==> src/rtl/dpio_cfg.svh <==
`ifndef DPIO_CFG_SVH
`define DPIO_CFG_SVH

// Register byte offsets
`define DPIO_OFF_FIRST_LATCH  8'h00
`define DPIO_OFF_FIRST_DIR    8'h04
`define DPIO_OFF_FIRST_DATA   8'h08
`define DPIO_OFF_SECOND_LATCH 8'h0C
`define DPIO_OFF_SECOND_DIR   8'h10
`define DPIO_OFF_SECOND_DATA  8'h14
`define DPIO_OFF_ANALOG       8'h18
`define DPIO_OFF_CTRL         8'h1C

// Reset values
`define DPIO_LATCH_RESET      8'h00
`define DPIO_DIR_RESET        8'hFF
`define DPIO_FIRST_AN_RESET   8'h1F
`define DPIO_SECOND_AN_RESET  8'hFF
`define DPIO_CTRL_RESET       4'h0
`define DPIO_ZERO_WORD        32'h0000_0000

// Pin masks
`define DPIO_FIRST_SMALL_MASK 8'h3F
`define DPIO_FULL_MASK        8'hFF
`define DPIO_NONE_MASK        8'h00
`define DPIO_FIRST_AN_MASK    8'h1F
`define DPIO_SECOND_BLK_MASK  8'hF0
`define DPIO_FIRST_COM_MASK   8'h0F
`define DPIO_EXT_BUS_MASK     8'h0F
`define DPIO_RTC_PIN          4

// Control register fields
`define DPIO_CTRL_OD_CCP      0
`define DPIO_CTRL_OD_SERIAL   1
`define DPIO_CTRL_RTC_EN      2
`define DPIO_CTRL_EXT_BUS_EN  3

// Package variants
`define DPIO_VARIANT_SMALL    0
`define DPIO_VARIANT_LARGE    2

`endif

==> src/rtl/dpio_pkg.sv <==
`default_nettype none

package dpio_pkg;

  typedef struct packed {
    logic [7:0] latch;
    logic [7:0] dir;
    logic [7:0] analog_sel;
    logic [7:0] od_sel;
    logic [7:0] alt_en;
    logic [7:0] alt_val;
    logic [7:0] periph_out_en;
    logic [7:0] periph_out;
    logic [7:0] periph_in_force;
    logic [7:0] lcd_seg_en;
    logic [7:0] lcd_seg_val;
    logic [7:0] lcd_com_en;
    logic [7:0] lcd_com_val;
  } dpio_pin_ctl_t;

  typedef struct packed {
    logic [7:0] en;
    logic [7:0] val;
  } dpio_drive_t;

  typedef enum logic [1:0] {
    DPIO_IDLE   = 2'b00,
    DPIO_ACCESS = 2'b01,
    DPIO_ANSWER = 2'b11
  } dpio_apb_state_t;

endpackage

`default_nettype wire

==> src/rtl/dpio_top.sv <==
// Decided for this implementation: the APB interface to the registers and the register addresses.
`timescale 1ns/10ps
`default_nettype none
`include "dpio_cfg.svh"

// How it works
// - First port six or eight pins wide
// - Second port optional, medium and large only
// - Direction 0 drives latch, 1 input
// - Peripheral may force pin direction
// - Forced direction never stored in register
// - Open-drain select for capture and serial
// - Analog select leaves output path alone
// - Analog blocks digital input on listed pins
// - Analog pins reset analog, direction input
// - Segment enable disconnects all other functions
// - Common enable overrides outputs, bits 0-3
// - Clock output overrides first-port bit 4
// - External bus drives upper address bits
module dpio_top import dpio_pkg::*; #(
  parameter int PKG_VARIANT = 2
) (
  // APB slave
  input  wire logic        pclk,
  input  wire logic        presetn,
  input  wire logic        psel,
  input  wire logic        penable,
  input  wire logic        pwrite,
  input  wire logic [7:0]  paddr,
  input  wire logic [31:0] pwdata,
  output logic      [31:0] prdata,
  output logic             pready,
  output logic             pslverr,
  // First port pads
  input  wire logic [7:0]  first_pad_in,
  output logic      [7:0]  first_pad_out,
  output logic      [7:0]  first_pad_oe_n,
  // Second port pads
  input  wire logic [7:0]  second_pad_in,
  output logic      [7:0]  second_pad_out,
  output logic      [7:0]  second_pad_oe_n,
  // Digital inputs to peripherals
  output logic      [7:0]  first_dig_in,
  output logic      [7:0]  second_dig_in,
  // First port peripheral requests
  input  wire logic [7:0]  first_ccp_out_en,
  input  wire logic [7:0]  first_serial_out_en,
  input  wire logic [7:0]  first_other_out_en,
  input  wire logic [7:0]  first_periph_out,
  input  wire logic [7:0]  first_periph_in_force,
  // Second port peripheral requests
  input  wire logic [7:0]  second_periph_out_en,
  input  wire logic [7:0]  second_periph_out,
  input  wire logic [7:0]  second_periph_in_force,
  // LCD controller
  input  wire logic [7:0]  first_lcd_seg_en,
  input  wire logic [7:0]  first_lcd_seg_val,
  input  wire logic [7:0]  first_lcd_com_en,
  input  wire logic [7:0]  first_lcd_com_val,
  input  wire logic [7:0]  second_lcd_seg_en,
  input  wire logic [7:0]  second_lcd_seg_val,
  // Clock output and external bus
  input  wire logic        clock_calendar_output,
  input  wire logic [3:0]  ext_bus_upper_address
);

  localparam logic [7:0] FIRST_IMPL = (PKG_VARIANT == `DPIO_VARIANT_LARGE) ?
                                      `DPIO_FULL_MASK : `DPIO_FIRST_SMALL_MASK;
  // second port left out on small parts
  localparam logic [7:0] SECOND_IMPL = (PKG_VARIANT == `DPIO_VARIANT_SMALL) ?
                                       `DPIO_NONE_MASK : `DPIO_FULL_MASK;

  // Software state
  logic [7:0]      first_port_latch;
  logic [7:0]      first_port_direction;
  logic [7:0]      second_port_latch;
  logic [7:0]      second_port_direction;
  logic [15:0]     analog_select_reg;
  logic [3:0]      ctrl;
  dpio_apb_state_t state;

  logic [7:0]      next_first_port_latch;
  logic [7:0]      next_first_port_direction;
  logic [7:0]      next_second_port_latch;
  logic [7:0]      next_second_port_direction;
  logic [15:0]     next_analog_select_reg;
  logic [3:0]      next_ctrl;
  dpio_apb_state_t next_state;
  logic [31:0]     next_prdata;
  logic            next_pready;
  logic            next_pslverr;

  // Pin side
  logic [7:0]      first_sync;
  logic [7:0]      second_sync;
  dpio_pin_ctl_t   first_ctl;
  dpio_pin_ctl_t   second_ctl;
  logic            write_fire;

  // Address decode, shared by read, write and error
  function automatic logic reg_hit(input logic [7:0] addr);
    case (addr)
      `DPIO_OFF_FIRST_LATCH,
      `DPIO_OFF_FIRST_DIR,
      `DPIO_OFF_FIRST_DATA,
      `DPIO_OFF_ANALOG,
      `DPIO_OFF_CTRL:        reg_hit = 1'b1;
      `DPIO_OFF_SECOND_LATCH,
      `DPIO_OFF_SECOND_DIR,
      `DPIO_OFF_SECOND_DATA: reg_hit = (SECOND_IMPL != `DPIO_NONE_MASK);
      default:               reg_hit = 1'b0;
    endcase
  endfunction

  function automatic logic [31:0] rd_word(input logic [7:0] addr);
    rd_word = `DPIO_ZERO_WORD;
    case (addr)
      `DPIO_OFF_FIRST_LATCH:  rd_word[7:0]  = first_port_latch;
      `DPIO_OFF_FIRST_DIR:    rd_word[7:0]  = first_port_direction;
      `DPIO_OFF_FIRST_DATA:   rd_word[7:0]  = first_dig_in;
      `DPIO_OFF_SECOND_LATCH: rd_word[7:0]  = second_port_latch;
      `DPIO_OFF_SECOND_DIR:   rd_word[7:0]  = second_port_direction;
      `DPIO_OFF_SECOND_DATA:  rd_word[7:0]  = second_dig_in;
      `DPIO_OFF_ANALOG:       rd_word[15:0] = analog_select_reg;
      `DPIO_OFF_CTRL:         rd_word[3:0]  = ctrl;
      default:                rd_word       = `DPIO_ZERO_WORD;
    endcase
    if (!reg_hit(addr)) begin
      rd_word = `DPIO_ZERO_WORD;
    end
  endfunction

  // Transfer commits only at the edge that samples pready
  assign write_fire = (state == DPIO_ANSWER) && psel && penable && pwrite &&
                      reg_hit(paddr);

  // APB handshake: pready one cycle into the access phase
  always_comb begin
    next_state   = state;
    next_prdata  = prdata;
    next_pready  = 1'b0;
    next_pslverr = 1'b0;
    case (state)
      DPIO_IDLE: begin
        if (psel) begin
          next_state = DPIO_ACCESS;
        end
      end
      DPIO_ACCESS: begin
        if (psel && penable) begin
          next_state   = DPIO_ANSWER;
          next_pready  = 1'b1;
          next_pslverr = !reg_hit(paddr);
          next_prdata  = pwrite ? `DPIO_ZERO_WORD : rd_word(paddr);
        end else if (!psel) begin
          next_state = DPIO_IDLE;
        end
      end
      DPIO_ANSWER: begin
        next_state = DPIO_IDLE;
      end
      default: begin
        next_state = DPIO_IDLE;
      end
    endcase
  end

  // Register writes
  always_comb begin
    next_first_port_latch      = first_port_latch;
    next_first_port_direction  = first_port_direction;
    next_second_port_latch     = second_port_latch;
    next_second_port_direction = second_port_direction;
    next_analog_select_reg     = analog_select_reg;
    next_ctrl                  = ctrl;
    if (write_fire) begin
      case (paddr)
        `DPIO_OFF_FIRST_LATCH,
        `DPIO_OFF_FIRST_DATA: begin
          next_first_port_latch = pwdata[7:0] & FIRST_IMPL;
        end
        `DPIO_OFF_FIRST_DIR: begin
          next_first_port_direction = pwdata[7:0] & FIRST_IMPL;
        end
        `DPIO_OFF_SECOND_LATCH,
        `DPIO_OFF_SECOND_DATA: begin
          next_second_port_latch = pwdata[7:0] & SECOND_IMPL;
        end
        `DPIO_OFF_SECOND_DIR: begin
          next_second_port_direction = pwdata[7:0] & SECOND_IMPL;
        end
        `DPIO_OFF_ANALOG: begin
          next_analog_select_reg = {pwdata[15:8] & SECOND_IMPL,
                                    pwdata[7:0] & FIRST_IMPL & `DPIO_FIRST_AN_MASK};
        end
        `DPIO_OFF_CTRL: begin
          next_ctrl = pwdata[3:0];
        end
        default: begin
          next_ctrl = ctrl;
        end
      endcase
    end
  end

  always_ff @(posedge pclk or negedge presetn) begin
    if (!presetn) begin
      state                 <= DPIO_IDLE;
      prdata                <= `DPIO_ZERO_WORD;
      pready                <= 1'b0;
      pslverr               <= 1'b0;
      first_port_latch      <= `DPIO_LATCH_RESET;
      second_port_latch     <= `DPIO_LATCH_RESET;
      first_port_direction  <= `DPIO_DIR_RESET & FIRST_IMPL;
      second_port_direction <= `DPIO_DIR_RESET & SECOND_IMPL;
      analog_select_reg     <= {`DPIO_SECOND_AN_RESET & SECOND_IMPL,
                                `DPIO_FIRST_AN_RESET & FIRST_IMPL};
      ctrl                  <= `DPIO_CTRL_RESET;
    end else begin
      state                 <= next_state;
      prdata                <= next_prdata;
      pready                <= next_pready;
      pslverr               <= next_pslverr;
      first_port_latch      <= next_first_port_latch;
      first_port_direction  <= next_first_port_direction;
      second_port_latch     <= next_second_port_latch;
      second_port_direction <= next_second_port_direction;
      analog_select_reg     <= next_analog_select_reg;
      ctrl                  <= next_ctrl;
    end
  end

  // Pads come from outside the clock domain
  dpio_sync #(.W(8)) u_first_sync (
    .pclk     (pclk),
    .presetn  (presetn),
    .async_in (first_pad_in),
    .sync_out (first_sync)
  );

  dpio_sync #(.W(8)) u_second_sync (
    .pclk     (pclk),
    .presetn  (presetn),
    .async_in (second_pad_in),
    .sync_out (second_sync)
  );

  // Pin control assembly
  always_comb begin
    first_ctl.latch           = first_port_latch;
    first_ctl.dir             = first_port_direction;
    first_ctl.analog_sel      = analog_select_reg[7:0];
    first_ctl.od_sel          = (first_ccp_out_en & {8{ctrl[`DPIO_CTRL_OD_CCP]}}) |
                                (first_serial_out_en & {8{ctrl[`DPIO_CTRL_OD_SERIAL]}});
    first_ctl.alt_en          = '0;
    first_ctl.alt_val         = '0;
    first_ctl.alt_en[`DPIO_RTC_PIN]  = ctrl[`DPIO_CTRL_RTC_EN];
    first_ctl.alt_val[`DPIO_RTC_PIN] = clock_calendar_output;
    first_ctl.periph_out_en   = first_ccp_out_en | first_serial_out_en |
                                first_other_out_en;
    first_ctl.periph_out      = first_periph_out;
    first_ctl.periph_in_force = first_periph_in_force;
    first_ctl.lcd_seg_en      = first_lcd_seg_en;
    first_ctl.lcd_seg_val     = first_lcd_seg_val;
    first_ctl.lcd_com_en      = first_lcd_com_en & `DPIO_FIRST_COM_MASK;
    first_ctl.lcd_com_val     = first_lcd_com_val;

    second_ctl.latch           = second_port_latch;
    second_ctl.dir             = second_port_direction;
    second_ctl.analog_sel      = analog_select_reg[15:8];
    second_ctl.od_sel          = '0;
    second_ctl.alt_en          = {8{ctrl[`DPIO_CTRL_EXT_BUS_EN]}} & `DPIO_EXT_BUS_MASK;
    second_ctl.alt_val         = {4'h0, ext_bus_upper_address};
    second_ctl.periph_out_en   = second_periph_out_en;
    second_ctl.periph_out      = second_periph_out;
    second_ctl.periph_in_force = second_periph_in_force;
    second_ctl.lcd_seg_en      = second_lcd_seg_en;
    second_ctl.lcd_seg_val     = second_lcd_seg_val;
    second_ctl.lcd_com_en      = '0;
    second_ctl.lcd_com_val     = '0;
  end

  // first port blocks on every pin
  dpio_pin_mux #(.IMPL(FIRST_IMPL), .BLOCK(`DPIO_FULL_MASK)) u_first_mux (
    .pclk     (pclk),
    .presetn  (presetn),
    .ctl      (first_ctl),
    .pad_sync (first_sync),
    .pad_out  (first_pad_out),
    .pad_oe_n (first_pad_oe_n),
    .dig_in   (first_dig_in)
  );

  // zero mask trims this instance away
  dpio_pin_mux #(.IMPL(SECOND_IMPL), .BLOCK(`DPIO_SECOND_BLK_MASK)) u_second_mux (
    .pclk     (pclk),
    .presetn  (presetn),
    .ctl      (second_ctl),
    .pad_sync (second_sync),
    .pad_out  (second_pad_out),
    .pad_oe_n (second_pad_oe_n),
    .dig_in   (second_dig_in)
  );

endmodule

`default_nettype wire

==> src/rtl/dpio_sync.sv <==
`timescale 1ns/10ps
`default_nettype none

module dpio_sync #(
  parameter int W = 8
) (
  // Clock and reset
  input  wire logic         pclk,
  input  wire logic         presetn,
  // Levels
  input  wire logic [W-1:0] async_in,
  output logic      [W-1:0] sync_out
);

  logic [W-1:0] stage1;

  // First stage is read by the second stage only
  always_ff @(posedge pclk or negedge presetn) begin
    if (!presetn) begin
      stage1   <= '0;
      sync_out <= '0;
    end else begin
      stage1   <= async_in;
      sync_out <= stage1;
    end
  end

endmodule

`default_nettype wire

==> src/rtl/dpio_pin_mux.sv <==
`timescale 1ns/10ps
`default_nettype none
`include "dpio_cfg.svh"

module dpio_pin_mux import dpio_pkg::*; #(
  parameter logic [7:0] IMPL  = 8'hFF,
  parameter logic [7:0] BLOCK = 8'hFF
) (
  // Clock and reset
  input  wire logic          pclk,
  input  wire logic          presetn,
  // Control and pads
  input  wire dpio_pin_ctl_t ctl,
  input  wire logic [7:0]    pad_sync,
  output logic      [7:0]    pad_out,
  output logic      [7:0]    pad_oe_n,
  output logic      [7:0]    dig_in
);

  logic [7:0] next_pad_out;
  logic [7:0] next_pad_oe_n;
  logic [7:0] next_dig_in;

  always_comb begin
    for (int i = 0; i < 8; i++) begin
      next_pad_out[i]  = 1'b0;
      next_pad_oe_n[i] = 1'b1;
      if (!IMPL[i]) begin
        next_pad_oe_n[i] = 1'b1;
      end else if (ctl.lcd_seg_en[i]) begin
        next_pad_out[i]  = ctl.lcd_seg_val[i];
        next_pad_oe_n[i] = 1'b0;
      end else if (ctl.lcd_com_en[i]) begin
        next_pad_out[i]  = ctl.lcd_com_val[i];
        next_pad_oe_n[i] = 1'b0;
      end else if (ctl.alt_en[i]) begin
        next_pad_out[i]  = ctl.alt_val[i];
        next_pad_oe_n[i] = 1'b0;
      end else if (ctl.periph_out_en[i]) begin
        if (ctl.od_sel[i]) begin
          next_pad_oe_n[i] = ctl.periph_out[i];
        end else begin
          next_pad_out[i]  = ctl.periph_out[i];
          next_pad_oe_n[i] = 1'b0;
        end
      end else if (ctl.periph_in_force[i]) begin
        next_pad_oe_n[i] = 1'b1;
      end else if (!ctl.dir[i]) begin
        next_pad_out[i]  = ctl.latch[i];
        next_pad_oe_n[i] = 1'b0;
      end
    end
    next_dig_in = pad_sync & IMPL & ~(ctl.analog_sel & BLOCK) & ~ctl.lcd_seg_en;
  end

  always_ff @(posedge pclk or negedge presetn) begin
    if (!presetn) begin
      pad_out  <= 8'h00;
      pad_oe_n <= 8'hFF;
      dig_in   <= 8'h00;
    end else begin
      pad_out  <= next_pad_out;
      pad_oe_n <= next_pad_oe_n;
      dig_in   <= next_dig_in;
    end
  end

endmodule

`default_nettype wire

==> config.mk <==
export PLATFORM = sky130hd
export DESIGN_NAME = dpio_top
export DESIGN_NICKNAME = d
export VERILOG_FILES = /design/src/rtl/dpio_pkg.sv /design/src/rtl/dpio_top.sv /design/src/rtl/dpio_sync.sv /design/src/rtl/dpio_pin_mux.sv
export VERILOG_INCLUDE_DIRS = /design/src /design/src/rtl
export SDC_FILE = /design/constraint.sdc
export NUM_CORES = 1
export LEC_CHECK = 0
export BUFFER_PORTS_ARGS = -buffer_cell sky130_fd_sc_hd__buf_2
export CAP_MARGIN = 40
export CORE_MARGIN = 2
export CORE_UTILIZATION = 50
export CTS_CLUSTER_DIAMETER = 100
export DETAILED_ROUTE_END_ITERATION = 6
export GPL_ROUTABILITY_DRIVEN = 1
export GPL_TIMING_DRIVEN = 0
export PLACE_DENSITY = 0.81
export SLEW_MARGIN = 0
export SYNTH_ARGS = -nofsm -noshare
export SYNTH_HDL_FRONTEND = slang
export SYNTH_HIERARCHICAL = 1
export SYNTH_SLANG_ARGS = --single-unit
export TNS_END_PERCENT = 10
==> constraint.sdc <==
create_clock -name pclk -period 5.7 [get_ports pclk]
set_clock_uncertainty 0.15 [all_clocks]
set_input_delay 0.285 -clock pclk [delete_from_list [all_inputs] [get_ports pclk]]
set_output_delay 0.285 -clock pclk [all_outputs]
set_load 0.02 [all_outputs]
[Yosys cells after proc, flatten, opt, wreduce, memory -nomap -nowiden]
Memories as Yosys holds them, arrays and structs flattened.
Cells that the tools add are included.
Storage, ports and cells
  memories: 3
  bits in read-only memories: 96
  bits in registers: 165
  bits of input ports: 178
Memory list
  (no name shown): depth 32, width 1, rd ports 1, clocked after memory_dff 0, write ports 0, line dpio_top.sv:102  | case (addr)
  (no name shown): depth 32, width 1, rd ports 1, clocked after memory_dff 0, write ports 0, line dpio_top.sv:102
  (no name shown): depth 32, width 1, rd ports 1, clocked after memory_dff 0, write ports 0, line dpio_top.sv:102
Operators by class
  bitwise gates (word level): 13
  eq/ne operators: 11
  muxes and demuxes: 182
  reductions and logical operators: 19
Operator list (count)
  1-bit two-way mux: 173
  8-bit bitwise AND: 6
  8-bit by 5-bit equality test with 1-bit output (second input constant): 4
  32-bit two-way mux: 1
  4-bit one-hot mux with 8 select lines: 1
  4-bit one-hot mux with 7 select lines: 1
  8-bit inverter: 3
  8-bit bitwise OR: 3
  8-bit by 4-bit equality test with 1-bit output (second input constant): 2
  16-bit two-way mux: 1
  2-bit AND reduction: 8
  8-bit by 3-bit equality test with 1-bit output (second input constant): 1
  8-bit logical NOT: 1
  8-bit two-way mux: 1
  5-bit inverter with 8-bit output: 1
  2-bit two-way mux: 3
  1-bit logical AND: 5
  2-bit one-hot mux with 2 select lines: 1
  2-bit OR reduction: 2
  3-bit logical NOT: 1
  3-bit inequality test (second input constant): 1
  2-bit by 1-bit equality test with 1-bit output (second input constant): 1
  2-bit equality test (second input constant): 1
  2-bit logical NOT: 1
  2 further kinds: 2

[Depth between registers and ports, before layout]
Gate-level depths: netlist of run 1.
  word-level depth: 7
  depth in mapped cells: 7
  mapped depth without buffers: 4

[Cells and area by module]
The synthesis of run 1 kept the hierarchy.
Modules (own cells, without submodules)
  dpio_top: sequential area each 1762.9 µm², instances 1, cells an instance 270, area each 3525.9 µm²
  dpio_pin_mux (u_first_mux): sequential area each 610.6 µm², instances 1, cells an instance 112, area each 1330.0 µm²
  dpio_pin_mux (u_second_mux): sequential area each 610.6 µm², instances 1, cells an instance 112, area each 1325.0 µm²
  dpio_sync: sequential area each 400.4 µm², instances 2, cells an instance 16, area each 400.4 µm²

[Least setup slack after synthesis of run 1]
No wires, ideal clock.
  kind: input-to-reg
  start point: in paddr[5]
  end point: reg analog_select_reg[10]
  data arrival time: 1931 ps
  setup time: 82 ps
  required time: 5468 ps
  buffers on the path: 3
  slack: 3537 ps
  cell stages on the path: 7
  cell sequence: or3_4 > buf_6 > nor4_4 > and4b_1 > buf_2 > buf_6 > mux2_2
On the way
  cells in the longest elaborated chain, start to end: 4
  elaborated cells on any way between the ends: 5
Ends and longest elaborated chain
  start: declaration: line dpio_top.sv:29  | input wire logic [7:0] paddr,
  3-bit logical NOT: line dpio_top.sv:102
  1-bit two-way mux: line dpio_top.sv:102
  1-bit logical AND: line dpio_top.sv:134  | assign write_fire = (state == DPIO_ANSWER) && psel && penable && pwrite &&
  2-bit AND reduction (no source line) (*)
  end signal: assignment: line dpio_top.sv:216  | analog_select_reg <= {`DPIO_SECOND_AN_RESET & SECOND_IMPL,
  end signal: assignment: line dpio_top.sv:228  | analog_select_reg <= next_analog_select_reg;
  end: declaration: line dpio_top.sv:78  | logic [15:0] analog_select_reg;
Mark *: on every way between the ends. The rest lies on a longest branch, timed or not.
A chain may end at the register's enable or synchronous reset.

[Worst setup path after layout of run 1]
  start point: in psel
  end point: reg prdata[15]
On the way
  cells in the longest elaborated chain, start to end: 2
Ends and longest elaborated chain
  start: declaration: line dpio_top.sv:26  | input wire logic psel,
  1-bit logical AND: line dpio_top.sv:150  | if (psel && penable) begin
  2-bit AND reduction (no source line)
  end signal: assignment: line dpio_top.sv:209  | prdata <= `DPIO_ZERO_WORD;
  end signal: assignment: line dpio_top.sv:221  | prdata <= next_prdata;
  end: declaration: line dpio_top.sv:31  | output logic [31:0] prdata,
No other way between the ends.

==> results of run 1 <==
[layer usage]
| layer | wire length (um) | share of wire (%) | track usage, % |
|---|---|---|---|
| met2 | 9821 | 50 | 45.67 |
| met4 | 456 | 2.3 | 10.92 |
| met5 | 0 | 0 | 0 |
| met3 | 1152 | 5.9 | 6.648 |
| met1 | 8204 | 42 | 33.21 |
[cells by family after synthesis]
| kind of cell | Yosys count |
|---|---|
| xor+xnor | 1 |
| other cells | 1 |
| buf+inv | 42 |
| flops | 149 |
| mux | 71 |
| simple gates | 155 |
| compound gates | 107 |
[worst reg2reg max path: cells and delay by family (launching register included)]
| family | cells | cell delay (ps) |
|---|---|---|
| AO/OA/AOI/OAI | 1 | 240 |
| buffers and inverters | 1 | 150 |
| flip-flops | 1 | 400 |
| AND/OR/NAND/NOR | 3 | 1550 |
[path summary, 6_finish.rpt]
check / to / slack (ps) / cells after the start
max reg2reg: prdata[15] / 3150 / 5
min reg2reg: u_second_sync/sync_out[2] / 200 / 0
max in group asynchronous: u_first_mux/pad_oe_n[3] / 4310 / 3
min: u_second_mux/pad_oe_n[3] / 20 / 3
max: prdata[15] / 3120 / 7
min in group asynchronous: u_second_sync/stage1[6] / 230 / 2
[final cells by class]
class                   instances  area (um^2)  area share [%]
clock buffers                  26        479.2           4.661
well taps                     180        225.2           2.191
inverters                       9        33.78          0.3286
clock inverters                 6        80.08          0.7789
diodes                          4        10.01         0.09736
repair buffers                310         2021           19.65
flip-flops and latches        149         3785           36.81
plain buffers                  33        245.2           2.385
multi-input cells             464         3402           33.09
[synthesized netlist by cell type (all sizes together), types with 4 or more instances]
master   instances  share of area (%)
a2111oi         16                2.3
a211o            4               0.50
a21oi           11               0.79
a222oi           4               0.57
a22o            20                2.5
a22oi            4               0.43
a311oi           6               0.75
and3b           16                2.0
buf             24                2.7
clkbuf           9               0.77
dfrtp          104                 37
dfstp           45                 17
inv              8               0.43
mux2            56                9.0
mux2i           13                1.9
nand2           17               0.91
nand3           21                1.5
nor2             6               0.43
nor2b           21                1.9
nor3b           23                2.5
nor4            13                1.4
nor4b           17                2.9
o21ai            5               0.36
o21bai          16                1.7
o41ai           16                3.7
or3             10               0.97
[report_power, final]
part	internal [mW]	switching (mW)
logic	0.142	0.159
clock network	0.665	0.405
registers	1.09	0.0109
[through the flow]
step / setup slack [ps] / instances
2_1_floorplan: 3537 / 655
3_3_place_gp: 2102 / 1056
3_5_place_dp: 3126 / 1057
4_1_cts: 3092 / 1177
5_1_grt: 3004 / 1179
6_report: 3122 / 1181
==> impl_metrics.ini, run 1 <==
[outcome]
run_status = finished clean

[die]
dieArea_um2 = 14920
dieHeight_um = 122.2
dieWidth_um = 122.2
rows = 43
start_util_pct = 50.69
core_um2 = 13770
pin_count = 260

[clock_network]
clk_path_buf_depth = 2
path_clk_slew_ps = 60
cts-resized-gates = 0
clkLatencyLatePin_ps = 420
htreeDepth = 4
cts_hold_buf = 88
cts_sinks = 149
post_cts.repair.setup_buffers = 0
cts_buffers = 17
cts_tree = built
cts-root-buf = clkbuf_16

[drt]
vias_per_cell = 5.065
wl_per_cell_um = 16.63
drt_first_pass_iters = 5
ant_nets = 0
postRouteWirelength_mm = 19.64
route.detailed.drc = 0
routed-via-count = 5982
drtIter0Drc = 294

[logic_synthesis]
synth_top_family_by_area = simple AND/OR/NAND/NOR gates
ys_warn_count = 6
async_flop_share_pct = 100.0
synthSimpleGateAreaFrac_pct = 15.81
synth_xor_xnor_area_share_pct = 0.1254
synth_cell_type_count = 52
synthMuxAreaShare_pct = 11.54
synth_fa_ha_area_share_pct = 0
avgSynthCellArea_um2 = 13.27
ys_seq_elements = 149
synth_top_flop_cell = dfrtp_1
synth_area_um2 = 6982
synth-compound-area-share_pct = 14.27
synth_cells = 526
seq_area_frac_synth_pct = 54.21
synth_edf_count = 0

[global_route]
grt_first_pass_wirelength_mm = 30.26
grt_pass1_vias = 6006
antenna_found_initial = 5
grt-ovfl-total = 0
grt_usage_pct = 26.99
grt_max_degree = 96

[setup_path]
path_class = input port to flip-flop
worstSetupStartpoint = psel
crit_chain = dlygate4sd3_1 -> buf_2 -> nand4b_1 -> or4_4 -> buf_6 -> nor4b_4 -> a22o_1
crit_arrival_ps = 2780
critPathMaxFanout = 8
critPathCaptureType = flip-flop
slowest_delay_ps = 610
worst_path_max_delay_cell = nor4b_4
required_ps = 5900
critPathBufInv = 3
critical-path-top-delay-family = simple AND/OR/NAND/NOR gates
r2r_start = state[1]
start_kind = input port

[cells_and_area]
final_common_cell = buf_2
fin_area_um2 = 10280
final_cell_mix = 223 x buf_2, 130 x conb_1, 104 x dfrtp_1, 88 x dlygate4sd3_1, 56 x mux2_2
largest_reg_flops = 16
postLayoutCoreUtil_pct = 74.65
syn2layout_area_growth_pct = 47.26
drive_gt1_share_pct = 40.82
nNetsFinal = 1162
fillCellCount = 934

[timing]
hold_viol = 0
finalSetupTns_ps = 0
worst_pin_slew_ps = 702.9
fin_crit_ps = 2578
slew_headroom_pct = 52.94
maxSlewViolCount = 0
period_share_pct = 45.23
clock.fmax_ghz = 0.3879
setup_viol = 0
hold_ws_ps = 24.49
rsz0062_at_grt = false

[power]
p_leak_nw = 5.084
power.total_mw = 2.473
power_per_cell_area_nw_per_um2 = 240.6
ir_drop_uv = 213.1

[place]
hpwl_mm = 13.17
port_buffers = 221
dpl_cell_area_um2 = 8831
place.gp.congestion = 0.8851

[flow_run]
cap_violations = 0

[worst_hold_path]
worstHoldStart = second_periph_out_en[3]
hp-class = input port to flip-flop
Note: power is estimated with default switching activity, not from simulation.
==> inputs of run 2 (changes only) <==
Settings changed: ABC_AREA from default to 1.
Clock period 5.7 ns to 2.38 ns, I/O delays scaled along.
==> impl_metrics.ini, run 2 <==
[cells_and_area]
largest_reg_flops = 16
drive_gt1_share_pct = 25.02
fillCellCount = 918
antenna_cells = 0
fin_area_um2 = 10820
final_common_cell = nand2_1
syn2layout_area_growth_pct = 55.31
nNetsFinal = 1520
final_cell_mix = 264 x nand2_1, 229 x buf_2, 142 x dlygate4sd3_1, 118 x conb_1, 104 x dfrtp_1

[timing]
slew_headroom_pct = 55.88
maxSlewViolCount = 0
period_share_pct = 91.45
setup_viol = 0
worst_pin_slew_ps = 658.9
hold_viol = 0
clock.fmax_ghz = 0.4595
rsz0062_at_grt = false
setup_slack_ps = 203.5
fin_crit_ps = 2177

[die]
rows = 43
start_util_pct = 50.77
dieWidth_um = 122.0
dieArea_um2 = 14890
dieHeight_um = 122.0
core_um2 = 13720
pin_count = 260

[place]
dpl_cell_area_um2 = 8780
place.gp.congestion = 0.8469
port_buffers = 223
dp_slack_ps = 83.90
hpwl_mm = 13.99

[setup_path]
required_ps = 2550
r2r_cells = 5
critPathMaxFanout = 10
path_class = flip-flop to flip-flop
critPathCaptureType = flip-flop
start_kind = flip-flop
crit_arrival_ps = 2350

[drt]
top_layer = met4
wl_met2_mm = 11.76
dr_wl_met3_mm = 1.601
postRouteWirelength_mm = 22.89
routed-via-count = 7501
wl_per_cell_um = 14.91
vias_per_cell = 4.887
drtIter0Drc = 467
route.detailed.drc = 0
m1WireLength_mm = 8.645
drt_first_pass_iters = 5
ant_nets = 0

[logic_synthesis]
seq_area_frac_synth_pct = 54.34
async_flop_share_pct = 100.0
synth_top_flop_cell = dfrtp_1
yosys-top-cells-area = dfrtp_1 37%, dfstp_2 17%, nand2_1 14%
yosys-top-cells-count = 264 x nand2_1, 104 x dfrtp_1, 86 x inv_1
ys_seq_elements = 149
avgSynthCellArea_um2 = 8.292
synth_cells = 840
synth_edf_count = 0
synth_top_area_share_pct = 37.36
ys_warn_count = 6
synth_cell_type_count = 26
yosysMostFrequentCell = nand2_1
synth_area_um2 = 6965
yosysTopAreaCell = dfrtp_1

[power]
p_leak_nw = 5.628
power.total_mw = 6.186
ir_drop_uv = 430.1
power_per_cell_area_nw_per_um2 = 571.8

[clock_network]
cts_tree = built
cts_sinks = 149
clk_path_buf_depth = 2
htreeDepth = 4
path_clk_slew_ps = 60
post_cts.repair.setup_buffers = 0
cts-root-buf = clkbuf_16
clkLatencyLatePin_ps = 420
cts_buffers = 17

[global_route]
grt_usage_pct = 31.31
antenna_found_initial = 0
grt-ovfl-total = 0
grt_max_degree = 84
grt_pass1_vias = 7609
grt_first_pass_wirelength_mm = 35.49

[flow_run]
cap_violations = 0

[worst_hold_path]
hold-path-cell-count = 5
hp-class = input port to flip-flop

[outcome]
run_status = finished clean
run 2: worst paths after layout:
path	end	slack (ps)	start
max in group asynchronous	second_port_direction[2]	1120	presetn
hold / removal	analog_select_reg[8]	50	penable
hold reg to reg	u_first_sync/sync_out[6]	200	u_first_sync/stage1[6]
min in group asynchronous	u_first_mux/pad_out[3]	100	presetn
setup / recovery	prdata[15]	200	state[1]
setup reg to reg	prdata[15]	200	state[1]
run 2: layout make-up:
cell class / count / area (um^2) / share of cell area, %
Buffer: 32 / 197.7 / 1.827
Timing Repair Buffer: 366 / 2571 / 23.77
Sequential cell: 149 / 3785 / 34.99
Multi-Input combinational cell: 689 / 3103 / 28.68
Clock inverter: 11 / 148.9 / 1.376
Inverter: 87 / 326.6 / 3.019
Tap cell: 180 / 225.2 / 2.082
Clock buffer: 21 / 460.4 / 4.256
run 2: power breakdown:
group,leakage [nW],switching [mW],internal [mW]
Sequential,1.80,0.0285,2.61
Clock,0.290,1.06,1.71
Combinational,3.54,0.405,0.371
run 2: logic make-up after synthesis:
logic type      synth area share, %
compound gates                8.083
buf+inv                       7.509
flops                         54.34
other cells                 0.05384
simple gates                  30.02
run 2: through the flow:
step | TNS (ps) | cells | utilization, % | hold slack (ps)
floorplan | 0 | 957 | - | -326.6
global placement | -122890 | 1360 | 63.75 | 76.96
detailed placement | 0 | 1361 | 63.99 | 10.37
CTS | 0 | 1536 | 78.87 | 5.465
global route | 0 | 1535 | 78.85 | 40.66
finish | 0 | 1535 | 78.85 | 47.79
run 2: metal layers:
| metal | up-vias | track usage [%] |
|---|---|---|
| li1 | 3569 | - |
| met1 | 3518 | 34.76 |
| met2 | 336 | 55.76 |
| met3 | 78 | 7.491 |
| met4 | 0 | 15.95 |
| met5 | - | 0 |
run 2: critical path: stages, from the launching register on:
cell and delay, ps:
dfrtp_1 400, nor2_1 110, nand3_1 390, nor3_4 550, nand2_1 250, o21ai_0 240
run 2: timing repair:
item / 4_1_cts / 5_1_grt
hold buffers: 143 / 0
hold endpoints to repair: 192 / 0
resized for setup: 0 / 3
endpoints found under the setup margin: 0 / 13
==> inputs of run 3 (changes only) <==
Settings changed: BUFFER_PORTS_ARGS -buffer_cell sky130_fd_sc_hd__buf_2 to default, CTS_BUF_LIST from default to sky130_fd_sc_hd__clkbuf_2, DONT_BUFFER_PORTS from default to 1, PLACE_DENSITY 0.81 to default.
==> impl_metrics.ini, run 3 <==
[outcome]
run_status = aborted with a tool error
failing_step = 4_1_cts
tool.error = [ERROR RSZ-0060] Max buffer count reached.

[place]
place.gp.congestion = 0.8758
port_buffers = 0
hpwl_mm = 13.35
dpl_cell_area_um2 = 7630
dp_slack_ps = 272.7

[logic_synthesis]
yosys-top-cells-count = 264 x nand2_1, 104 x dfrtp_1, 86 x inv_1
async_flop_share_pct = 100.0
synth_cells = 840
avgSynthCellArea_um2 = 8.292
yosys-top-cells-area = dfrtp_1 37%, dfstp_2 17%, nand2_1 14%
ys_warn_count = 6
synth_top_area_share_pct = 37.36
yosysMostFrequentCell = nand2_1
ys_seq_elements = 149
synth_area_um2 = 6965
seq_area_frac_synth_pct = 54.34
synth_cell_type_count = 26
synth_edf_count = 0
synth_top_flop_cell = dfrtp_1
yosysTopAreaCell = dfrtp_1

[die]
rows = 43
start_util_pct = 50.77
dieWidth_um = 122.0
pin_count = 260
dieHeight_um = 122.0

[clock_network]
cts_buffers = 17
cts-root-buf = clkbuf_2
post_cts.repair.setup_buffers = 0
htreeDepth = 4
cts_hold_buf = 235
cts_sinks = 149
cts-resized-gates = 0
clk_path_buf_depth = 2
-- run 3: cell counts after synthesis --
No cell type changed its count.
-- run 3: per-stage QoR --
stage / util [%] / std cells
detailed placement: 55.61 / 1137
global placement: 55.61 / 1137
floorplan: - / 957
-- run 3: logic make-up after synthesis --
| family | Yosys count | share of synthesized area [%] |
|---|---|---|
| AND/OR/NAND/NOR | 462 | 30.02 |
| flip-flops | 149 | 54.34 |
| buffers and inverters | 119 | 7.509 |
| AO/OA/AOI/OAI | 109 | 8.083 |
| other | 1 | 0.05384 |
==> inputs of run 4 (changes only) <==
Settings changed: CORE_UTILIZATION 50 to 35, CTS_BUF_LIST sky130_fd_sc_hd__clkbuf_2 to default, CTS_CLUSTER_DIAMETER 100 to default, PLACE_DENSITY_LB_ADDON from default to 0.15.
==> impl_metrics.ini, run 4 (synthesis results as in run 2) <==
[outcome]
run_status = finished, violations left
violations = hold timing

[power]
p_sw_mw = 1.427
intPower_mw = 4.577
ir_drop_uv = 469.4
power_frac_seq_pct = 44.9
power_per_cell_area_nw_per_um2 = 616.0
power.total_mw = 6.003
pwr-share-clk_pct = 47.4
pwr-share-comb_pct = 7.6
p_leak_nw = 4.640
switching_share_pct = 23.76

[clock_network]
clk_path_buf_depth = 2
post_cts.repair.setup_buffers = 0
cts-root-buf = clkbuf_16
cts_hold_buf = 138
cts_sinks = 149
path_clk_slew_ps = 70
cts_tree = built
htreeDepth = 4
cts_buffers = 17
clkLatencyLatePin_ps = 420

[timing]
hold_ws_ps = -759.8
fin_crit_ps = 2200
period_share_pct = 92.42
worst_pin_slew_ps = 716.2
maxSlewViolCount = 0
finalSetupTns_ps = 0
hold_viol = 149
rsz0062_at_grt = false
setup_viol = 0
clock.fmax_ghz = 0.4546
slew_headroom_pct = 52.05

[setup_path]
required_ps = 2530
critPathCaptureType = flip-flop
critPathMaxFanout = 7
crit_arrival_ps = 2350
start_kind = flip-flop
r2r_setup_slack_ps = 180
r2r_cells = 9
path_class = flip-flop to flip-flop

[place]
port_buffers = 0
dpl_cell_area_um2 = 7736
hpwl_mm = 14.15
place.gp.congestion = 0.8017
dp.cells = 1222

[die]
dieHeight_um = 145.1
start_util_pct = 35.67
dieArea_um2 = 21050
dieWidth_um = 145.1
rows = 51
core_um2 = 19530
pin_count = 260

[cells_and_area]
nNetsFinal = 1291
final_cell_mix = 264 x nand2_1, 138 x dlygate4sd3_1, 118 x conb_1, 104 x dfrtp_1, 86 x inv_1
drive_gt1_share_pct = 10.30
fin_area_um2 = 9746
fin_cells = 1391
syn2layout_area_growth_pct = 39.91
antenna_cells = 0
final_common_cell = nand2_1
largest_reg_flops = 16

[drt]
wl_per_cell_um = 14.77
postRouteWirelength_mm = 20.55
drtIter0Drc = 280
vias_per_cell = 4.423
routed-via-count = 6152
drt_first_pass_iters = 4
ant_nets = 0
route.detailed.drc = 0

[global_route]
grt-ovfl-total = 0
grt_first_pass_wirelength_mm = 33.16
antenna_found_initial = 0
grt_usage_pct = 20.13
grt_max_degree = 150
grt_pass1_vias = 6298

[worst_hold_path]
hp-class = input port to asynchronous set/reset pin

[flow_run]
cap_violations = 0
==> run 4: what timing repair did <==
item / in CTS / in global routing
gates resized for setup: 0 / 1
endpoints found under the setup margin: 0 / 19
endpoints found under the hold margin: 280 / 149
==> run 4: metrics by stage <==
stage	utilization [%]	worst slack, ps
CTS	49.90	14.66
floorplan	-	755.3
detailed placement	39.62	76.60
global placement	39.62	57.80
global route	49.91	13.71
finish	49.91	180.3
==> run 4: layout make-up <==
| type | count | area, um^2 |
|---|---|---|
| clock inverter | 13 | 172.7 |
| fill | 1895 | 9781 |
| sequential | 149 | 3785 |
| clock buffer | 19 | 452.9 |
| timing repair buffer | 138 | 1381 |
| tap | 265 | 331.6 |
| multi-input combinational | 689 | 3103 |
| buffer | 31 | 192.7 |
| inverter | 87 | 326.6 |
==> run 4: power by group through the flow <==
stage	Combinational (mW)	Clock, mW	Sequential (mW)
after floorplan	0.217	0	2.73
after global placement	0.252	0	2.74
after detailed placement	0.255	0	2.74
after CTS	0.446	2.90	2.70
after global routing	0.514	3.02	2.71
final	0.457	2.85	2.70
==> run 4: worst paths after layout <==
path                                          from                         to
setup / recovery                           ctrl[0]     u_first_mux/pad_out[6]
hold / removal                             presetn  u_second_sync/sync_out[1]
setup reg to reg                           ctrl[0]     u_first_mux/pad_out[6]
hold reg to reg            u_second_sync/stage1[2]  u_second_sync/sync_out[2]
max in group asynchronous                  presetn      analog_select_reg[10]
min in group pclk                         paddr[6]                  prdata[9]
==> run 4: routing by layer <==
| metal | track usage [%] | part of all wire [%] |
|---|---|---|
| met3 | 5.723 | 7.8 |
| met5 | 0 | 0 |
| met4 | 7.304 | 2.8 |
| met2 | 32.52 | 46 |
| met1 | 25.87 | 43 |
==> run 4: worst max-delay path, stage by stage, from the launching register on <==
cell	delay (ps)
dfrtp_1	440
inv_1	230
o21ai_0	290
nand3b_1	160
nand2_1	60
nand2_1	50
nand2_1	50
nand2_1	50
nand2_1	40
dlygate4sd3_1	550
